## config.mk

```make
export PLATFORM = sky130hd
export DESIGN_NAME = cid_decoder
export DESIGN_NICKNAME = d
export VERILOG_FILES = /design/src/rtl/cid_pkg.sv /design/src/rtl/cid_decoder.sv /design/src/rtl/cid_classify.sv /design/src/rtl/cid_count_sel.sv
export SDC_FILE = /design/constraint.sdc
export NUM_CORES = 1
export LEC_CHECK = 0
export BUFFER_PORTS_ARGS = -buffer_cell sky130_fd_sc_hd__buf_2
export CORE_ASPECT_RATIO = 0.75
export CORE_UTILIZATION = 54
export CTS_CLUSTER_SIZE = 10
export DETAILED_ROUTE_END_ITERATION = 10
export PLACE_DENSITY_LB_ADDON = 0.3
export SYNTH_ARGS = -nofsm -noshare
export SYNTH_HDL_FRONTEND = slang
export SYNTH_SLANG_ARGS = --single-unit
```

## constraint.sdc

```tcl
create_clock -name CLK -period 2.8 [get_ports CLK]
set_input_delay 0.28 -clock CLK [delete_from_list [all_inputs] [get_ports CLK]]
set_output_delay 0.28 -clock CLK [all_outputs]
set_load 0.01 [all_outputs]
```

## src/rtl/cid_pkg.sv

```systemverilog
// Summary of operation
// - escaped pop into fourth or fifth segment: 7 clocks legacy, 21 protected
// - short swap of register with accumulator, 10010 reg: 3 clocks always
// - effective-address load 10001101 plus mod reg r/m: 2 clocks always
// - far-pointer load into data segment: 7 clocks legacy, 22 protected
// - far-pointer load into extra segment, 11000100: 7 legacy, 22 protected
// - far-pointer load into fourth segment, escaped 10110100: 7 legacy, 25 protected
// - far-pointer load into fifth segment, escaped 10110101: 7 legacy, 25 protected
// - far-pointer load into stack segment, escaped 10110010: 7 legacy, 22 protected
// - clear carry, 11111000: 2 clocks in every mode
// - clear direction: 2 clocks in every mode
// - clear interrupt enable: 8 clocks in both modes
// - clear task switched, escape then 00000110: 6 clocks in all modes
// - toggle carry, 11110101: 2 clocks in all modes
// - copy flags to accumulator high byte, 10011111: 2 clocks always
// - copy accumulator high byte to flags, 10011110: 3 clocks always
package cid_pkg;

   // ---------------------------------------------------------------
   // types
   // ---------------------------------------------------------------
   typedef logic [4:0] cid_clk_t;

   typedef enum logic [1:0] {
      ST_IDLE  = 2'b00,
      ST_ESC   = 2'b01,
      ST_MODRM = 2'b10
   } cid_state_e;

   typedef enum logic [4:0] {
      INS_NONE                    = 5'h00,
      INS_POP_FOURTH_SEG          = 5'h01,
      INS_POP_FIFTH_SEG           = 5'h02,
      INS_SWAP_OPERANDS           = 5'h03,
      INS_LOAD_EFFECTIVE_ADDR     = 5'h04,
      INS_LOAD_FAR_PTR_DATA_SEG   = 5'h05,
      INS_LOAD_FAR_PTR_EXTRA_SEG  = 5'h06,
      INS_LOAD_FAR_PTR_FOURTH_SEG = 5'h07,
      INS_LOAD_FAR_PTR_FIFTH_SEG  = 5'h08,
      INS_LOAD_FAR_PTR_STACK_SEG  = 5'h09,
      INS_CLEAR_CARRY             = 5'h0A,
      INS_CLEAR_DIRECTION         = 5'h0B,
      INS_CLEAR_IRQ_ENABLE        = 5'h0C,
      INS_CLEAR_TASK_SWITCHED     = 5'h0D,
      INS_TOGGLE_CARRY            = 5'h0E,
      INS_COPY_FLAGS_TO_ACC_HIGH  = 5'h0F,
      INS_COPY_ACC_HIGH_TO_FLAGS  = 5'h10,
      INS_POP_FLAGS               = 5'h11,
      INS_PUSH_FLAGS              = 5'h12
   } cid_instr_e;

   typedef struct packed {
      logic       valid;
      logic [7:0] data;
   } cid_byte_s;

   typedef struct packed {
      logic       valid;
      logic       known;
      logic       escaped;
      logic       modrm_next;
      cid_instr_e instr;
      cid_clk_t   clocks;
   } cid_result_s;

   // ---------------------------------------------------------------
   // opcode bytes
   // ---------------------------------------------------------------
   localparam logic [7:0] OPC_ESCAPE          = 8'h0F;
   localparam logic [7:0] OPC_POP_FOURTH_SEG  = 8'hA1;
   localparam logic [7:0] OPC_POP_FIFTH_SEG   = 8'hA9;
   localparam logic [4:0] OPC_SWAP_ACC_HI     = 5'h12;
   localparam logic [7:0] OPC_LOAD_EFF_ADDR   = 8'h8D;
   localparam logic [7:0] OPC_FAR_DATA_SEG    = 8'hC5;
   localparam logic [7:0] OPC_FAR_EXTRA_SEG   = 8'hC4;
   localparam logic [7:0] OPC_FAR_FOURTH_SEG  = 8'hB4;
   localparam logic [7:0] OPC_FAR_FIFTH_SEG   = 8'hB5;
   localparam logic [7:0] OPC_FAR_STACK_SEG   = 8'hB2;
   localparam logic [7:0] OPC_CLEAR_CARRY     = 8'hF8;
   localparam logic [7:0] OPC_CLEAR_DIRECTION = 8'hFC;
   localparam logic [7:0] OPC_CLEAR_IRQ_EN    = 8'hFA;
   localparam logic [7:0] OPC_CLEAR_TASK_SW   = 8'h06;
   localparam logic [7:0] OPC_TOGGLE_CARRY    = 8'hF5;
   localparam logic [7:0] OPC_FLAGS_TO_ACC_HI = 8'h9F;
   localparam logic [7:0] OPC_ACC_HI_TO_FLAGS = 8'h9E;
   localparam logic [7:0] OPC_POP_FLAGS       = 8'h9D;
   localparam logic [7:0] OPC_PUSH_FLAGS      = 8'h9C;

   // ---------------------------------------------------------------
   // execution clock counts
   // ---------------------------------------------------------------
   localparam cid_clk_t CNT_POP_SEG_REAL    = 5'h07;
   localparam cid_clk_t CNT_POP_SEG_PROT    = 5'h15;
   localparam cid_clk_t CNT_SWAP            = 5'h03;
   localparam cid_clk_t CNT_LOAD_EFF_ADDR   = 5'h02;
   localparam cid_clk_t CNT_FAR_REAL        = 5'h07;
   localparam cid_clk_t CNT_FAR_DE_PROT     = 5'h16;
   localparam cid_clk_t CNT_FAR_FOURTH_PROT = 5'h19;
   localparam cid_clk_t CNT_FAR_STACK_PROT  = 5'h16;
   localparam cid_clk_t CNT_CLEAR_CARRY     = 5'h02;
   localparam cid_clk_t CNT_CLEAR_DIRECTION = 5'h02;
   localparam cid_clk_t CNT_CLEAR_IRQ_EN    = 5'h08;
   localparam cid_clk_t CNT_CLEAR_TASK_SW   = 5'h06;
   localparam cid_clk_t CNT_TOGGLE_CARRY    = 5'h02;
   localparam cid_clk_t CNT_FLAGS_TO_ACC_HI = 5'h02;
   localparam cid_clk_t CNT_ACC_HI_TO_FLAGS = 5'h03;
   localparam cid_clk_t CNT_POP_FLAGS       = 5'h05;
   localparam cid_clk_t CNT_PUSH_FLAGS      = 5'h04;
   localparam cid_clk_t CNT_NONE            = 5'h00;

endpackage

```

## src/rtl/cid_decoder.sv

```systemverilog
`timescale 1ns/1ps
`default_nettype none
module cid_decoder
   import cid_pkg::*;
(
   // clock and reset
   input  wire logic        CLK,
   input  wire logic        SRST,
   // opcode bytes from the prefetch queue
   input  wire cid_byte_s   OPC_IN,
   // operating mode, high in protected mode
   input  wire logic        MODE_PROT,
   // result to the execution sequencer
   output var  cid_result_s DEC_OUT
);

   // ---------------------------------------------------------------
   // byte sequencing
   // ---------------------------------------------------------------
   cid_state_e  st_q;
   cid_state_e  st_d;
   cid_result_s res_q;
   cid_result_s res_d;
   cid_instr_e  ins;
   cid_clk_t    cnt;
   logic        known;
   logic        need_modrm;
   logic        esc_hit;
   logic        emit;

   // the escape byte itself only arms the second-byte table
   assign esc_hit = OPC_IN.valid && (st_q == ST_IDLE) && (OPC_IN.data == OPC_ESCAPE);
   // a mod reg r/m byte is swallowed and never decoded as an opcode
   assign emit    = OPC_IN.valid && (st_q != ST_MODRM) && !esc_hit;

   cid_classify u_classify (
      .opc        (OPC_IN.data),
      .esc        (st_q == ST_ESC),
      .instr      (ins),
      .need_modrm (need_modrm)
   );

   cid_count_sel u_count (
      .instr  (ins),
      .prot   (MODE_PROT),
      .clocks (cnt),
      .known  (known)
   );

   always_comb begin
      st_d = st_q;
      if (OPC_IN.valid) begin
         case (st_q)
            ST_IDLE: begin
               if (esc_hit) begin
                  st_d = ST_ESC;
               end else if (need_modrm) begin
                  st_d = ST_MODRM;
               end else begin
                  st_d = ST_IDLE;
               end
            end
            ST_ESC:   st_d = need_modrm ? ST_MODRM : ST_IDLE;
            ST_MODRM: st_d = ST_IDLE;
            default:  st_d = ST_IDLE;
         endcase
      end
   end

   always_ff @(posedge CLK) begin
      if (SRST) begin
         st_q <= ST_IDLE;
      end else begin
         st_q <= st_d;
      end
   end

   // ---------------------------------------------------------------
   // result register
   // ---------------------------------------------------------------
   // mode is taken in the cycle of the last opcode byte; a later
   // mode change does not rewrite a count already issued
   always_comb begin
      res_d            = '0;
      res_d.valid      = emit;
      res_d.known      = emit && known;
      res_d.escaped    = emit && (st_q == ST_ESC);
      res_d.modrm_next = emit && need_modrm;
      res_d.instr      = emit ? ins : INS_NONE;
      res_d.clocks     = emit ? cnt : CNT_NONE;
   end

   always_ff @(posedge CLK) begin
      if (SRST) begin
         res_q <= '0;
      end else begin
         res_q <= res_d;
      end
   end

   assign DEC_OUT = res_q;
endmodule // cid_decoder
`default_nettype wire

```

## src/rtl/cid_classify.sv

```systemverilog
`timescale 1ns/1ps
`default_nettype none
module cid_classify
   import cid_pkg::*;
(
   // opcode byte and prefix state
   input  wire logic [7:0] opc,
   input  wire logic       esc,
   // classification
   output var  cid_instr_e instr,
   output var  logic       need_modrm
);

   always_comb begin
      instr = INS_NONE;
      if (esc) begin
         case (opc)
            OPC_POP_FOURTH_SEG: instr = INS_POP_FOURTH_SEG;
            OPC_POP_FIFTH_SEG:  instr = INS_POP_FIFTH_SEG;
            OPC_FAR_FOURTH_SEG: instr = INS_LOAD_FAR_PTR_FOURTH_SEG;
            OPC_FAR_FIFTH_SEG:  instr = INS_LOAD_FAR_PTR_FIFTH_SEG;
            OPC_FAR_STACK_SEG:  instr = INS_LOAD_FAR_PTR_STACK_SEG;
            OPC_CLEAR_TASK_SW:  instr = INS_CLEAR_TASK_SWITCHED;
            default:            instr = INS_NONE;
         endcase
      end else begin
         case (opc)
            OPC_LOAD_EFF_ADDR:   instr = INS_LOAD_EFFECTIVE_ADDR;
            OPC_FAR_DATA_SEG:    instr = INS_LOAD_FAR_PTR_DATA_SEG;
            OPC_FAR_EXTRA_SEG:   instr = INS_LOAD_FAR_PTR_EXTRA_SEG;
            OPC_CLEAR_CARRY:     instr = INS_CLEAR_CARRY;
            OPC_CLEAR_DIRECTION: instr = INS_CLEAR_DIRECTION;
            OPC_CLEAR_IRQ_EN:    instr = INS_CLEAR_IRQ_ENABLE;
            OPC_TOGGLE_CARRY:    instr = INS_TOGGLE_CARRY;
            OPC_FLAGS_TO_ACC_HI: instr = INS_COPY_FLAGS_TO_ACC_HIGH;
            OPC_ACC_HI_TO_FLAGS: instr = INS_COPY_ACC_HIGH_TO_FLAGS;
            OPC_POP_FLAGS:       instr = INS_POP_FLAGS;
            OPC_PUSH_FLAGS:      instr = INS_PUSH_FLAGS;
            default: begin
               if (opc[7:3] == OPC_SWAP_ACC_HI) begin
                  instr = INS_SWAP_OPERANDS;
               end
            end
         endcase
      end
   end

   // these forms carry a mod reg r/m byte after the opcode
   always_comb begin
      case (instr)
         INS_LOAD_EFFECTIVE_ADDR, INS_LOAD_FAR_PTR_DATA_SEG,
         INS_LOAD_FAR_PTR_EXTRA_SEG, INS_LOAD_FAR_PTR_FOURTH_SEG,
         INS_LOAD_FAR_PTR_FIFTH_SEG, INS_LOAD_FAR_PTR_STACK_SEG: need_modrm = 1'b1;
         default: need_modrm = 1'b0;
      endcase
   end

endmodule // cid_classify
`default_nettype wire

```

## src/rtl/cid_count_sel.sv

```systemverilog
`timescale 1ns/1ps
`default_nettype none
module cid_count_sel
   import cid_pkg::*;
(
   // instruction and mode
   input  wire cid_instr_e instr,
   input  wire logic       prot,
   // count
   output var  cid_clk_t   clocks,
   output var  logic       known
);

   always_comb begin
      known  = 1'b1;
      clocks = CNT_NONE;
      case (instr)
         INS_POP_FOURTH_SEG, INS_POP_FIFTH_SEG:
            clocks = prot ? CNT_POP_SEG_PROT : CNT_POP_SEG_REAL;
         INS_SWAP_OPERANDS:          clocks = CNT_SWAP;
         INS_LOAD_EFFECTIVE_ADDR:    clocks = CNT_LOAD_EFF_ADDR;
         INS_LOAD_FAR_PTR_DATA_SEG, INS_LOAD_FAR_PTR_EXTRA_SEG:
            clocks = prot ? CNT_FAR_DE_PROT : CNT_FAR_REAL;
         INS_LOAD_FAR_PTR_FOURTH_SEG, INS_LOAD_FAR_PTR_FIFTH_SEG:
            clocks = prot ? CNT_FAR_FOURTH_PROT : CNT_FAR_REAL;
         INS_LOAD_FAR_PTR_STACK_SEG:
            clocks = prot ? CNT_FAR_STACK_PROT : CNT_FAR_REAL;
         INS_CLEAR_CARRY:            clocks = CNT_CLEAR_CARRY;
         INS_CLEAR_DIRECTION:        clocks = CNT_CLEAR_DIRECTION;
         INS_CLEAR_IRQ_ENABLE:       clocks = CNT_CLEAR_IRQ_EN;
         INS_CLEAR_TASK_SWITCHED:    clocks = CNT_CLEAR_TASK_SW;
         INS_TOGGLE_CARRY:           clocks = CNT_TOGGLE_CARRY;
         INS_COPY_FLAGS_TO_ACC_HIGH: clocks = CNT_FLAGS_TO_ACC_HI;
         INS_COPY_ACC_HIGH_TO_FLAGS: clocks = CNT_ACC_HI_TO_FLAGS;
         INS_POP_FLAGS:              clocks = CNT_POP_FLAGS;
         INS_PUSH_FLAGS:             clocks = CNT_PUSH_FLAGS;
         default:                    known  = 1'b0;
      endcase
   end

endmodule // cid_count_sel
`default_nettype wire

```

==> run metrics <==
Max rail drop VDD=375 uV; Layout Skew=0.00482 ns; Total Neg Setup Slack=0 ns; H-tree depth=1; yosys warns=0; Overflow after GRT=0; period utilization=78.2%; Pre-antenna DRT Iters=7; fmax=456 MHz; Diodes inserted=0; failing checks=design-rule violations; DRC violations left=4; Slew Limit Fails=0; Synth top area share=25.8%; clk slew on worst S/H paths=0.09 ns; Worst Tran Pin Value=0.523 ns; Post-CTS Resized=0; hold_buf cts=0; routability cong.=0.886; final worst slack=0.609 ns; DR top layer=met4; largest net degree at the start of global routing=18; Net count, final=176; CTS sink cnt=16; final setup vio count=0; clk root buf=clkbuf_4; post-CTS setup buffer count=0; Routed WL=2670 um; detailed placement HPWL=1920 um; Iteration-0 DRC Markers=72; Placed Cells=183; Skew-Pair Late Insertion Delay=0.30 ns; Initial Util=59.5%; slowest stage delay, CP=0.44 ns; All-Layer GR Usage=22.9%; Port-buffer cells=25; Data arrival, critical path=2.36 ns; Synth area leader=dfxtp_1; WS Path Type=reg2reg; Critical-path top delay cell=a2111oi_0; min-delay worst type=in2reg; Final Non-Filler Cells=187; layout cell share with drive strength beyond 1=33.7%; post-synthesis async set-or-reset flop share=0%; Synth cell types=59; row count=14; register area share after synthesis=25.8%; Synth Register Bits=16; post-route minimum period=2.19 ns; status=complete, but fails checks; Core Area=0.00208 sq mm; Place WS=0.417 ns; worst path cell trace=nand2b_1 > a221oi_2 > o21ai_1 > nand2_1 > o21ai_0 > a2111oi_0 > a211oi_1; DRT antenna net count=0; Via density=6.34; # IOs=26; WL met2=1120 um; die area=0.00250 sq mm; post-DR wirelength/cell=14.3 um; Cell Area, Synth=0.00124 sq mm; Req. time, crit path=2.97 ns; Worst setup EP type=flop; Num CTS Buffers=3; Post-Syn Instances=144; Metal-1 WL=1290 um; post-synth net total=156; DR WL met3=216 um; Longest Clk Path Bufs=2; slew margin rel.=65.1%; CTS tree=yes; launch point of the worst reg-to-reg path=st_q[0]; via count=1186; CP startpoint kind=flop; critical path startpoint=st_q[0]; Post-synth EDFFs=0; hold path start=SRST; main area contributors after synthesis=dfxtp_1, nand2_1, clkbuf_8; initial antenna violation count=0; Avg Cell Area, Syn=8.62 sq um; PwrDens=351 mW/mm^2; first-pass GRT wire length=4380 um; unrepaired setup endpoints after global routing=false; final hold violation count=0; max_cap viols=0; largest fanout on the critical path=11; Area growth, synth to finish=6.96%; vias in the first global route=935; Die X=57.4 um; prevailing post-synth register cell=dfxtp_1; Lkg Pwr=0.533 nW; die height=43.5 um
[cells in the mapped netlist, types with 2 or more instances]
cell / instances
nor2b_1: 2
buf_6: 2
nand3_1: 3
buf_4: 4
and2b_2: 2
a21oi_1: 5
clkbuf_8: 4
nor3_1: 4
a41oi_1: 2
and4bb_2: 4
inv_1: 6
o211ai_1: 3
and4_2: 3
nor2_1: 13
nor3b_1: 3
o21ai_0: 3
nand2_1: 15
a211oi_1: 3
xnor2_1: 2
nand2b_1: 4
nand4_1: 4
dfxtp_1: 16
[stage by stage]
step                      hold slack [ns]  util [%]  cell area, sq um  total power [mW]
after floorplan                     0.349         -              1240             0.303
after global routing                0.171      63.7              1330             0.483
after detailed placement            0.481      61.9              1290             0.314
after CTS                           0.167      63.7              1330             0.467
final                               0.165      63.7              1330             0.466
after global placement              0.468      61.9              1290             0.312
[critical path, delay by kind of cell, from the launching register on]
family	cells	cell delay (ns)
compound gates	5	1.10
simple gates	2	0.52
flops	1	0.43
[flip-flops by register name, indices dropped and copies added, names as in the netlist]
register and flops:
DEC_OUT 14, st_q 2
[report_power, final]
part | switching [mW] | total (mW) | internal [mW]
clock network | 0.0768 | 0.156 | 0.0794
registers | 0.000747 | 0.231 | 0.230
logic | 0.0493 | 0.0793 | 0.0300
total | 0.127 | 0.466 | 0.339
[cell usage in the layout (no fill, tap or decap), drive strengths merged, types with 4 or more instances in the layout]
cell type,n
nand2b,4
a21oi,6
o21ai,5
nand4,4
nand2,15
dfxtp,16
and4bb,4
nor3,4
nor2,14
buf,26
inv,6
a211oi,4
clkbuf,4
[layer usage]
metal	vias up	GRT usage, %
met5	-	0
li1	585	-
met1	541	35.1
met2	53	30.7
met3	7	5.67
met4	0	8.29
[layout make-up]
type                       instances  area, sq um
inverter                           6         22.5
clock buffer                       4         36.3
sequential                        16          320
tap                               24         30.0
timing repair buffer              26          133
multi-input combinational        111          786
fill                             181          757
[final timing paths]
kind,to,depth (start not counted),slack (ns)
setup reg to reg,DEC_OUT[1],7,0.61
setup / recovery,DEC_OUT[1],7,0.61
hold reg to reg,st_q[1],2,0.54
hold / removal,st_q[1],2,0.16
[cell families after synthesis]
family / Yosys count / share of synthesized area, %
xor gates and xnor gates: 2 / 1.41
muxes: 1 / 0.806
buffers and inverters: 17 / 10.9
and+or+nand+nor: 71 / 35.6
AOI/OAI and AO/OA: 37 / 25.5
DFF: 16 / 25.8
(Power assumes the default switching activity.)
